$ cat config.mk
export PLATFORM = sky130hd
export DESIGN_NAME = tms_top
export DESIGN_NICKNAME = d
export VERILOG_FILES = /design/src/tms_pkg.sv /design/src/tms_top.sv /design/src/tms_pulse.sv
export SDC_FILE = /design/constraint.sdc
export NUM_CORES = 1
export LEC_CHECK = 0
export BUFFER_PORTS_ARGS = -buffer_cell sky130_fd_sc_hd__buf_2
export CAP_MARGIN = 20
export CORE_MARGIN = 10
export CORE_UTILIZATION = 45
export DETAILED_ROUTE_END_ITERATION = 6
export PLACE_DENSITY = 0.66
export SLEW_MARGIN = 20
export SYNTH_ARGS = -nofsm -noshare
export SYNTH_HDL_FRONTEND = slang
export SYNTH_SLANG_ARGS = --single-unit
$ cat constraint.sdc
create_clock -name clk_sys -period 2.9 [get_ports clk_sys]
set_input_delay 0.435 -clock clk_sys [delete_from_list [all_inputs] [get_ports clk_sys]]
set_output_delay 0.435 -clock clk_sys [all_outputs]
set_load 0.005 [all_outputs]
$ cat src/tms_pkg.sv
// Notes on behaviour
// teach pulse valid between 20 and 80 ms
// teach line polarity follows switching type
// refuse teach below mid-scale level mark
// teach regulates all beams to reserve
// interrupted beam without blanking gives error
// blanking deactivates interrupted beams plus margin
// at most four blanking regions
// storage option, factory default non-volatile
// teach accepted in process or alignment
// busy indication while teach runs
// panel teach from process returns there
// teach from alignment returns to bars
// line teach returns to bar indicator
// success shows full scale on both bars
// failure blanks both bar indicators
// power-up teach after power applied
// menu command toggles process and alignment
// process view shows interrupted count and IOs
// six function-reserve settings
// reserve defaults to high after factory reset
// factory start in process mode
// out-of-window teach pulses are ignored
package tms_pkg;
  localparam int unsigned CLK_HZ = 100_000_000;
  localparam int unsigned PULSE_MIN_MS = 20;
  localparam int unsigned PULSE_MAX_MS = 80;
  localparam int unsigned PULSE_MIN_CYC = PULSE_MIN_MS * (CLK_HZ / 1000);
  localparam int unsigned PULSE_MAX_CYC = PULSE_MAX_MS * (CLK_HZ / 1000);
  localparam int unsigned LEVEL_W = 8;
  localparam logic [LEVEL_W-1:0] LEVEL_FULL = 8'hff;
  localparam logic [LEVEL_W-1:0] LEVEL_BLANK = 8'h00;
  localparam logic [LEVEL_W-1:0] LEVEL_MID = 8'h80;
  localparam int unsigned MAX_BLANK_AREAS = 4;
  localparam int unsigned BLANK_MARGIN = 1;

  typedef enum logic [2:0] {
    TMS_FR_HIGH = 3'h0,
    TMS_FR_MEDIUM = 3'h1,
    TMS_FR_LOW = 3'h2,
    TMS_FR_TRANSPARENT = 3'h3,
    TMS_FR_TARGET = 3'h4,
    TMS_FR_TXRX = 3'h5
  } tms_reserve_e;

  typedef enum logic [1:0] {
    TMS_VIEW_PROCESS = 2'h0,
    TMS_VIEW_BARS = 2'h1,
    TMS_VIEW_BUSY = 2'h2
  } tms_view_e;

  typedef enum logic [1:0] {
    TMS_SRC_PANEL = 2'h0,
    TMS_SRC_LINE = 2'h1,
    TMS_SRC_POWERUP = 2'h2
  } tms_src_e;
endpackage

$ cat src/tms_top.sv
`timescale 1ns/1ns
`default_nettype none
module tms_top #(
  parameter int unsigned BEAMS = 32,
  parameter int unsigned MIN_CYC = tms_pkg::PULSE_MIN_CYC,
  parameter int unsigned MAX_CYC = tms_pkg::PULSE_MAX_CYC,
  parameter int unsigned NIO = 3,
  parameter int unsigned CNT_W = 24
) (
  input wire logic clk_sys,
  input wire logic rst_n,
  input wire logic configurable_line_one,
  input wire logic npn_config,
  input wire logic cmd_teach,
  input wire logic cmd_mode_toggle,
  input wire logic cmd_factory_reset,
  input wire logic cfg_powerup_teach,
  input wire logic cfg_nonvolatile_wr,
  input wire logic cfg_nonvolatile,
  input wire logic reserve_wr,
  input wire logic [2:0] reserve_sel,
  input wire logic [2:0] blank_areas,
  input wire logic [BEAMS-1:0] beam_blocked,
  input wire logic [tms_pkg::LEVEL_W-1:0] rx_first_level,
  input wire logic [tms_pkg::LEVEL_W-1:0] rx_last_level,
  input wire logic [NIO-1:0] io_states,
  output logic busy,
  output logic teach_done,
  output logic teach_error,
  output logic alignment_mode,
  output logic [1:0] view,
  output logic [tms_pkg::LEVEL_W-1:0] first_beam_level,
  output logic [tms_pkg::LEVEL_W-1:0] last_beam_level,
  output logic [7:0] interrupted_beam_total,
  output logic [NIO-1:0] io_view,
  output logic [2:0] reserve_level,
  output logic [2:0] regulate_level,
  output logic regulate_all,
  output logic store_nonvolatile,
  output logic [BEAMS-1:0] beam_enable
);
  import tms_pkg::*;

  typedef enum logic [1:0] {
    TMS_ST_POWERUP = 2'h0,
    TMS_ST_IDLE = 2'h1,
    TMS_ST_TEACH = 2'h2,
    TMS_ST_FINISH = 2'h3
  } tms_state_e;

  typedef struct packed {
    tms_state_e state;
    tms_src_e src;
    logic from_align;
    logic align;
    logic [1:0] view;
    logic busy;
    logic done;
    logic error;
    logic [LEVEL_W-1:0] fb;
    logic [LEVEL_W-1:0] lb;
    logic [7:0] total;
    logic [NIO-1:0] io;
    logic [2:0] reserve;
    logic regulate;
    logic nonvol;
    logic fail;
    logic [BEAMS-1:0] enable;
  } tms_top_s;

  tms_top_s st_q, st_d;
  logic line_pulse;
  logic [BEAMS-1:0] widened;
  logic [7:0] blocked_cnt;
  logic [2:0] region_cnt;

  tms_pulse #(
    .MIN_CYC(MIN_CYC),
    .MAX_CYC(MAX_CYC),
    .CNT_W(CNT_W)
  ) u_pulse (
    .clk_sys(clk_sys),
    .rst_n(rst_n),
    .line_raw(configurable_line_one),
    .active_low(npn_config),
    .teach_pulse(line_pulse)
  );

  function automatic logic [7:0] count_ones(input logic [BEAMS-1:0] v);
    logic [7:0] n;
    n = '0;
    for (int i = 0; i < BEAMS; i++) begin
      n = n + {7'h00, v[i]};
    end
    return n;
  endfunction

  function automatic logic [BEAMS-1:0] widen(input logic [BEAMS-1:0] v);
    logic [BEAMS-1:0] w;
    w = v;
    for (int k = 0; k < BLANK_MARGIN; k++) begin
      w = w | (w << 1) | (w >> 1);
    end
    return w;
  endfunction

  function automatic logic [2:0] count_regions(input logic [BEAMS-1:0] v);
    logic [2:0] n;
    n = '0;
    for (int i = 0; i < BEAMS; i++) begin
      if (v[i] && (i == 0 || !v[i-1]) && n != 3'h7) begin
        n = n + 3'h1;
      end
    end
    return n;
  endfunction

  always_comb begin
    st_d = st_q;
    st_d.done = 1'b0;
    widened = widen(beam_blocked);
    blocked_cnt = count_ones(beam_blocked);
    region_cnt = count_regions(widened);
    st_d.total = blocked_cnt;
    st_d.io = io_states;
    if (reserve_wr && reserve_sel <= 3'(TMS_FR_TXRX)) begin
      st_d.reserve = reserve_sel;
    end
    if (cfg_nonvolatile_wr) begin
      st_d.nonvol = cfg_nonvolatile;
    end
    if (cmd_factory_reset) begin
      st_d.reserve = 3'(TMS_FR_HIGH);
      st_d.nonvol = 1'b1;
    end
    if (st_q.align) begin
      st_d.fb = rx_first_level;
      st_d.lb = rx_last_level;
    end
    case (st_q.state)
      TMS_ST_POWERUP: begin
        st_d.state = TMS_ST_IDLE;
        if (cfg_powerup_teach) begin
          st_d.state = TMS_ST_TEACH;
          st_d.src = TMS_SRC_POWERUP;
          st_d.from_align = st_q.align;
          st_d.busy = 1'b1;
          st_d.view = 2'(TMS_VIEW_BUSY);
        end
      end
      TMS_ST_IDLE: begin
        if (cmd_mode_toggle) begin
          st_d.align = !st_q.align;
          st_d.view = st_q.align ? 2'(TMS_VIEW_PROCESS) : 2'(TMS_VIEW_BARS);
        end
        // panel or line request accepted in either mode
        if (cmd_teach || line_pulse) begin
          st_d.state = TMS_ST_TEACH;
          st_d.src = cmd_teach ? TMS_SRC_PANEL : TMS_SRC_LINE;
          st_d.from_align = st_q.align;
          st_d.busy = 1'b1;
          st_d.view = 2'(TMS_VIEW_BUSY);
        end
      end
      TMS_ST_TEACH: begin
        st_d.state = TMS_ST_FINISH;
        st_d.fail = 1'b0;
        if (rx_first_level < LEVEL_MID || rx_last_level < LEVEL_MID) begin
          st_d.fail = 1'b1;
        end else if (blank_areas == 3'h0) begin
          st_d.enable = {BEAMS{1'b1}};
          if (blocked_cnt != 8'h00) begin
            st_d.fail = 1'b1;
          end
        end else if (region_cnt > 3'(MAX_BLANK_AREAS) || region_cnt > blank_areas) begin
          st_d.fail = 1'b1;
        end else begin
          st_d.enable = ~widened;
        end
        st_d.regulate = !st_d.fail;
      end
      TMS_ST_FINISH: begin
        st_d.state = TMS_ST_IDLE;
        st_d.regulate = 1'b0;
        st_d.busy = 1'b0;
        st_d.done = 1'b1;
        st_d.error = st_q.fail;
        if (st_q.fail) begin
          st_d.fb = LEVEL_BLANK;
          st_d.lb = LEVEL_BLANK;
          st_d.view = 2'(TMS_VIEW_BARS);
          st_d.align = 1'b1;
        end else begin
          st_d.fb = LEVEL_FULL;
          st_d.lb = LEVEL_FULL;
          if (st_q.src == TMS_SRC_LINE) begin
            st_d.view = 2'(TMS_VIEW_BARS);
            st_d.align = 1'b1;
          end else if (st_q.from_align) begin
            st_d.view = 2'(TMS_VIEW_BARS);
          end else begin
            st_d.view = 2'(TMS_VIEW_PROCESS);
          end
        end
      end
      default: begin
        st_d.state = TMS_ST_IDLE;
      end
    endcase
  end

  always_ff @(posedge clk_sys or negedge rst_n) begin
    if (!rst_n) begin
      st_q <= '0;
      st_q.state <= TMS_ST_POWERUP;
      st_q.align <= 1'b0;
      st_q.view <= 2'(TMS_VIEW_PROCESS);
      st_q.reserve <= 3'(TMS_FR_HIGH);
      st_q.nonvol <= 1'b1;
      st_q.enable <= {BEAMS{1'b1}};
    end else begin
      st_q <= st_d;
    end
  end

  assign busy = st_q.busy;
  assign teach_done = st_q.done;
  assign teach_error = st_q.error;
  assign alignment_mode = st_q.align;
  assign view = st_q.view;
  assign first_beam_level = st_q.fb;
  assign last_beam_level = st_q.lb;
  assign interrupted_beam_total = st_q.total;
  assign io_view = st_q.io;
  assign reserve_level = st_q.reserve;
  assign regulate_level = st_q.reserve;
  assign regulate_all = st_q.regulate;
  assign store_nonvolatile = st_q.nonvol;
  assign beam_enable = st_q.enable;
endmodule
`default_nettype wire

$ cat src/tms_pulse.sv
`timescale 1ns/1ns
`default_nettype none
module tms_pulse #(
  parameter int unsigned MIN_CYC = tms_pkg::PULSE_MIN_CYC,
  parameter int unsigned MAX_CYC = tms_pkg::PULSE_MAX_CYC,
  parameter int unsigned CNT_W = 24
) (
  input wire logic clk_sys,
  input wire logic rst_n,
  input wire logic line_raw,
  input wire logic active_low,
  output logic teach_pulse
);
  import tms_pkg::*;

  typedef struct packed {
    logic [2:0] sync;
    logic level;
    logic [CNT_W-1:0] width;
    logic pulse;
  } tms_pulse_s;

  tms_pulse_s st_q, st_d;
  logic active;
  logic agreed;

  always_comb begin
    st_d = st_q;
    st_d.pulse = 1'b0;
    st_d.sync = {st_q.sync[1:0], line_raw};
    agreed = (st_q.sync[1] == st_q.sync[2]);
    // sense of the line flips with the switching type
    active = st_q.sync[2] ^ active_low;
    if (agreed) begin
      st_d.level = active;
      if (active) begin
        if (st_q.width != {CNT_W{1'b1}}) begin
          st_d.width = st_q.width + 1'b1;
        end
      end else begin
        st_d.width = '0;
        // the last active sample is not agreed (sync[1] has already changed), so the count trails the true width by one
        if (st_q.level && st_q.width >= CNT_W'(MIN_CYC) && st_q.width < CNT_W'(MAX_CYC - 1)) begin
          st_d.pulse = 1'b1;
        end
      end
    end
  end

  always_ff @(posedge clk_sys or negedge rst_n) begin
    if (!rst_n) begin
      st_q <= '0;
    end else begin
      st_q <= st_d;
    end
  end

  assign teach_pulse = st_q.pulse;
endmodule
`default_nettype wire

## After elaboration in Yosys (flattened, before gate mapping)

Index checks and enable logic that the tools add are counted.
W data, S select, Z words.

- Div/mod/pow operators: 0
- $mul: 0
- Bitwise operators: 5
- $add $sub $neg: 63
- Reductions and logical operators: 117
- Multiplexer cells: 66
- Magnitude comparators: 7
- Shift-type cells: 0
- Equal/unequal tests: 44

Operators by type and width:

| cell | count |
|---|---|
| $add A8 B1 Y8 | 24 |
| $mux W3 | 37 |
| $ne A3 B3 Y1 const B | 32 |
| $add A3 B1 Y3 const B | 30 |
| $logic_and A1 B1 Y1 | 65 |
| $mux W24 | 2 |
| $logic_not A1 Y1 | 33 |
| $mux W33 | 1 |
| $mux W16 | 2 |
| $mux W32 | 1 |
| $not A32 Y32 | 1 |
| $or A32 B31 Y32 | 1 |
| $or A32 B32 Y32 | 1 |
| $add A24 B1 Y24 const B | 1 |
| $ge A24 B21 Y1 const B | 1 |
| $lt A24 B23 Y1 const B | 1 |
| $ne A24 B24 Y1 const B | 1 |
| $mux W18 | 1 |
| $lt A8 B8 Y1 const B | 2 |
| $reduce_and A3 Y1 | 5 |
| $mux W1 | 14 |
| $reduce_bool A2 Y1 | 6 |
| $mux W5 | 2 |
| $ne A2 B2 Y1 const B | 5 |
| other kinds (28) | 33 |

- Bits in read-only memories: 0
- Register bits after elaboration: 105
- Latch bits: 0
- Bits in writable memories: 0
- Memories kept: 0

## Longest topological paths before layout

- Depth after elaboration: 104
- Mapped depth: 171
- Depth with buffers taken out: 161

## Hierarchy

From an unflattened synthesis, not the netlist that was laid out.

- Cells, all modules: 975
- Area, all modules: 9058.7 sq um

Modules (own cells, without submodules):

| module | cells each | area an instance (sq um) | times used |
|---|---|---|---|
| tms_top | 797 | 7388.3 | 1 |
| tms_pulse | 178 | 1670.4 | 1 |

## Worst setup path after synthesis

OpenSTA, ideal clock, no wires.

- Path type: input-to-reg
- From: input beam_blocked[0]
- To: register st_q (netlist bit beam_enable[10])
- Data arrival time: 33075 ps
- Path buffers: 11
- Cell stages on the path: 161
- Setup slack: -30257 ps
- Required time: 2818 ps
- Library setup time: 82 ps
- Path through: inv_1 > ha_1 > and2b_1 > a2111oi_0 > ha_1 > ha_1 > and3_1 > nor2_1 > inv_1 > ha_1 > nor2_1 > and3_2 > a221o_1 > ha_1 > ha_1 > or3_2 > xnor2_1 > ha_1 > [125 not listed] > or3_1 > buf_2 > xor2_1 > inv_1 > ha_1 > ha_1 > or3b_2 > clkbuf_1 > mux2_2 > ha_1 > nor2b_1 > o21ai_0 > nand2b_1 > a31oi_1 > o41a_1 > buf_6 > buf_12 > mux2_4

- Longest elaborated chain between the ends: 100

RTL lines:

| element | RTL line | text |
|---|---|---|
| start: declaration | tms_top.sv:23 | `input wire logic [BEAMS-1:0] beam_blocked,` |
| $or A32 B32 Y32 * | tms_top.sv:102 | `w = w \| (w << 1) \| (w >> 1);` |
| $or A32 B31 Y32 * | tms_top.sv:102 |  |
| parallel branches: the longest is 6 deep, another holds $add A3 B1 Y3 | - |  |
| $mux W3 * | tms_top.sv:111 | `if (v[i] && (i == 0 \|\| !v[i-1]) && n != 3'h7) begin` |
| parallel branches: the longest is 2 deep, another holds $add A3 B1 Y3 | - |  |
| $mux W3 * | tms_top.sv:111 |  |
| parallel branches: the longest is 2 deep, another holds $add A3 B1 Y3 | - |  |
| $mux W3 * | tms_top.sv:111 |  |
| [75 not listed] | - |  |
| parallel branches: the longest is 2 deep, another holds $add A3 B1 Y3 | - |  |
| $mux W3 * | tms_top.sv:111 |  |
| parallel branches: the longest is 2 deep, another holds $add A3 B1 Y3 | - |  |
| $mux W3 * | tms_top.sv:111 |  |
| $gt A3 B3 Y1 | tms_top.sv:175 | `end else if (region_cnt > 3'(MAX_BLANK_AREAS) \|\| region_cnt > blank_areas) begin` |
| $logic_or A1 B1 Y1 * | tms_top.sv:175 |  |
| $ne A2 B2 Y1 (no line) * | - |  |
| $reduce_and A3 Y1 (no line) * | - |  |
| end signal: assignment | tms_top.sv:222 | `st_q <= st_d;` |
| end: declaration | tms_top.sv:71 | `tms_top_s st_q, st_d;` |

Mark *: on every way between the ends.
A chain may end at the register's enable or synchronous reset.

## Worst setup path after layout

- From: input beam_blocked[1]
- To: register st_q (netlist bit beam_enable[29])

- Longest elaborated chain between the ends: 99

RTL lines:

| element | RTL line |
|---|---|
| $or A32 B31 Y32 * | tms_top.sv:102 |
| parallel branches: the longest is 9 deep, another holds $add A3 B1 Y3 | - |
| $mux W3 * | tms_top.sv:111 |
| parallel branches: the longest is 2 deep, another holds $add A3 B1 Y3 | - |
| $mux W3 * | tms_top.sv:111 |
| parallel branches: the longest is 2 deep, another holds $add A3 B1 Y3 | - |
| $mux W3 * | tms_top.sv:111 |
| parallel branches: the longest is 2 deep, another holds $add A3 B1 Y3 | - |
| [70 not listed] | - |
| parallel branches: the longest is 2 deep, another holds $add A3 B1 Y3 | - |
| $mux W3 * | tms_top.sv:111 |
| parallel branches: the longest is 2 deep, another holds $add A3 B1 Y3 | - |
| $mux W3 * | tms_top.sv:111 |
| $gt A3 B3 Y1 | tms_top.sv:175 |
| $logic_or A1 B1 Y1 * | tms_top.sv:175 |
| $ne A2 B2 Y1 (no line) * | - |
| $reduce_and A3 Y1 (no line) * | - |

Marked as above.

==> results.cfg <==
[timing]
achievable-frequency_mhz = 34.9
layout_worst_path_cycle_share_pct = 988
setup-violations-final = 40
slew_at_the_pin_with_the_worst_max_slew_slack_ps = 938
slew_viol_final = 0
grt_setup_unrepaired = yes
layout_setup_ws_ps = -25760
setup-tns-final_ps = -883670
clock-skew-final_ps = 14.0
final-hold-violation-count = 0
slew_headroom_pct = 37.0
period_needed_ps = 28660

[clocking]
cts_made_buffers = 9
worstSkewPairLatency_ps = 350
ctsLongestPathBuffers = 2
cts.reportedPaths.clkPinSlew_ps = 70
h-tree-depth = 3
holdBufCountCts = 0
cts_tree = done
cts_num_sinks = 103
buffer_cell_driving_the_clock_tree_root = sky130_fd_sc_hd__clkbuf_16

[yosys]
syn_inst = 892
synth_edf_count = 0
largest_family_of_logic_cells_by_synthesized_area = simple AND/OR/NAND/NOR gates
yosysWarningCount = 0
synth_seq_cells = 103
seq_area_frac_synth_pct = 30.3
synth_simple_gate_area_share_pct = 17.0
fraction_of_the_mapped_netlist_area_in_adder_cells_pct = 15.7
postSynth.topFlopCell = sky130_fd_sc_hd__dfrtp_1
synth-compound-area-share_pct = 9.95
synthMuxAreaShare_pct = 10.7
synth_async_sr_flop_share_pct = 100
yosysUniqueCellTypes = 82
post_synth.cell_area_avg_um2 = 9.68
synth_xor_area_share_pct = 5.65
synth.cell_area_mm2 = 0.00864

[global_routing]
groute.usage.overall_pct = 20.5
number_of_global_route_vias_before_repair = 7968
initial_antenna_violation_count = 0
grt_start_max_net_pins = 51
overflow = 0
grt_pass1_wl_um = 41200

[layout]
antenna_cells_inserted = 0
layout_nets = 1389
layout.cells.most_common_list = sky130_fd_sc_hd__buf_4 (263), sky130_fd_sc_hd__buf_2 (133), sky130_fd_sc_hd__dfrtp_1 (70)
seqCellArea_mm2 = 0.00262
final-instance-count-excl-fill = 1466
multi_input_comb_area_mm2 = 0.00636
fillCellCount = 1333
drive_above_1_share_pct = 55.5
syn2layout_area_growth_pct = 47.6
mostFrequentLayoutCell = sky130_fd_sc_hd__buf_4

[critical_path]
setup.worst_path.start_class = input pin
cp-end-kind = flip-flop
crit_path_frequent_cell = sky130_fd_sc_hd__ha_4
worstReg2RegEnd = u_pulse.st_q[18]
crit_type = input pin to flip-flop
slowest_stage = sky130_fd_sc_hd__a222oi_1
r2r-start = u_pulse.st_q[1]
critical_path.max_stage_delay_ps = 510
reg2regPathDepth = 12
critPathRequiredTime_ps = 3170
maximum_net_fanout_on_the_critical_path = 7
setup.reg_to_reg.worst_slack_ps = 210
cp.arrival_ps = 28930

[route]
post-route-drc-count = 0
routed-via-count = 7772
drt_first_iter_violations = 473
post_drt_wl_per_cell_um = 18.3
firstDrtPassIters = 6
via_per_inst = 5.30
antenna_violating_nets_post_route = 0
drt-total-wl_um = 26900

[die]
start_util_pct = 46.0
area_of_the_die_mm2 = 0.0251
die_width_um = 159
io_pins = 141
coreArea_mm2 = 0.0188
fp.dieH_um = 159
fp-row-count = 50

[placed_design]
placed_cells = 1364
finalWeightedCongestion = 0.911
post-dp-hpwl_um = 18400
post-place-ws_ps = -26130
io_buffers = 138

[pwr]
power_per_cell_area_mw_per_mm2 = 829
total_leakage_power_nw = 6.17
total_power_mw = 10.6
irDropWorstVdd_mv = 0.471

[outcome]
violated_checks = setup timing
result_of_the_run = complete, but fails checks

[hold_path]
min-delay-path-class = input pin to async pin

[run]
max_cap_violations = 0
cell families after synthesis:
logic type | Yosys count
mux | 75
other cells | 1
buf+inv | 160
compound gates | 134
simple gates | 274
xor+xnor | 51
fa+ha+maj | 94
flops | 103
worst max-delay path: cells and delay by family:
kind | cells | cell delay [ps]
and+or+nand+nor | 48 | 10240
adders and majority gates | 53 | 8670
muxes | 10 | 3160
AOI/OAI and AO/OA | 22 | 4010
buffers and inverters | 12 | 1000
xor gates and xnor gates | 7 | 1340
metal layers:
layer | track usage (%) | part of all wire [%]
met5 | 0 | 0
met4 | 6.93 | 2.9
met3 | 3.29 | 5.4
met2 | 35.1 | 49
met1 | 25.7 | 43
Yosys cell counts (25+ instances only):
cell type,number,share of area (%)
sky130_fd_sc_hd__dfrtp_1,70,20
sky130_fd_sc_hd__ha_1,70,10
sky130_fd_sc_hd__buf_4,67,5.8
sky130_fd_sc_hd__inv_1,67,2.9
sky130_fd_sc_hd__nor2_1,67,2.9
sky130_fd_sc_hd__nand2_1,62,2.7
sky130_fd_sc_hd__a21oi_1,36,2.1
sky130_fd_sc_hd__dfstp_2,33,10
sky130_fd_sc_hd__o21ai_0,30,1.7
sky130_fd_sc_hd__mux2_4,28,4.9
sky130_fd_sc_hd__xnor2_1,28,2.8
sky130_fd_sc_hd__mux2_2,25,3.3
how the worst max path moves through the flow:
stage                    startpoint         endpoint  slack (ps)  cells after the start
global placement    beam_blocked[1]   beam_enable[1]      -25680                    150
floorplan           beam_blocked[1]  beam_enable[10]      -27080                    165
CTS                 beam_blocked[1]  beam_enable[28]      -24970                    151
global route        beam_blocked[1]  beam_enable[18]      -26830                    154
finish              beam_blocked[1]  beam_enable[29]      -25760                    152
detailed placement  beam_blocked[1]   beam_enable[3]      -26130                    152
repair_timing:
item / CTS / global route
pin swaps: 63 / 55
setup endpoints to repair: 40 / 43
setup buffers: 68 / 20
resized for setup: 65 / 49
cloned: 3 / 0
endpoints found under the hold margin: 0 / 0
flip-flops by register name (all words and copies together) (netlist names):
signal	flops
beam_enable	32
u_pulse.st_q	26
first_beam_level	8
last_beam_level	8
interrupted_beam_total	6
st_q	6
io_view	3
regulate_level	3
u_pulse.st_d	2
view	2
alignment_mode	1
busy	1
regulate_all	1
store_nonvolatile	1
teach_done	1
teach_error	1
u_pulse.teach_pulse	1
per-stage QoR:
stage	area, µm²	utilization [%]	hold WS [ps]
after floorplan	9480	-	139
after global placement	11200	59.7	347
after detailed placement	11200	59.7	342
after CTS	12400	66.0	143
after global routing	12700	67.9	163
final	12700	67.9	132
final cells by class:
type / count / share of cell area (%)
timing repair buffer: 414 / 22.9
clock buffer: 11 / 1.83
clock inverter: 5 / 0.452
tap: 234 / 2.30
inverter: 68 / 2.16
multi-input combinational: 631 / 49.9
sequential: 103 / 20.5
report_power, final:
group | internal (mW) | total [mW] | switching, mW | leakage [nW]
logic | 3.82 | 6.94 | 3.12 | 4.80
clock network | 0.675 | 1.24 | 0.561 | 0.144
registers | 2.09 | 2.39 | 0.296 | 1.23
total | 6.59 | 10.6 | 3.98 | 6.17
Note: power is estimated with default switching activity, not from simulation.
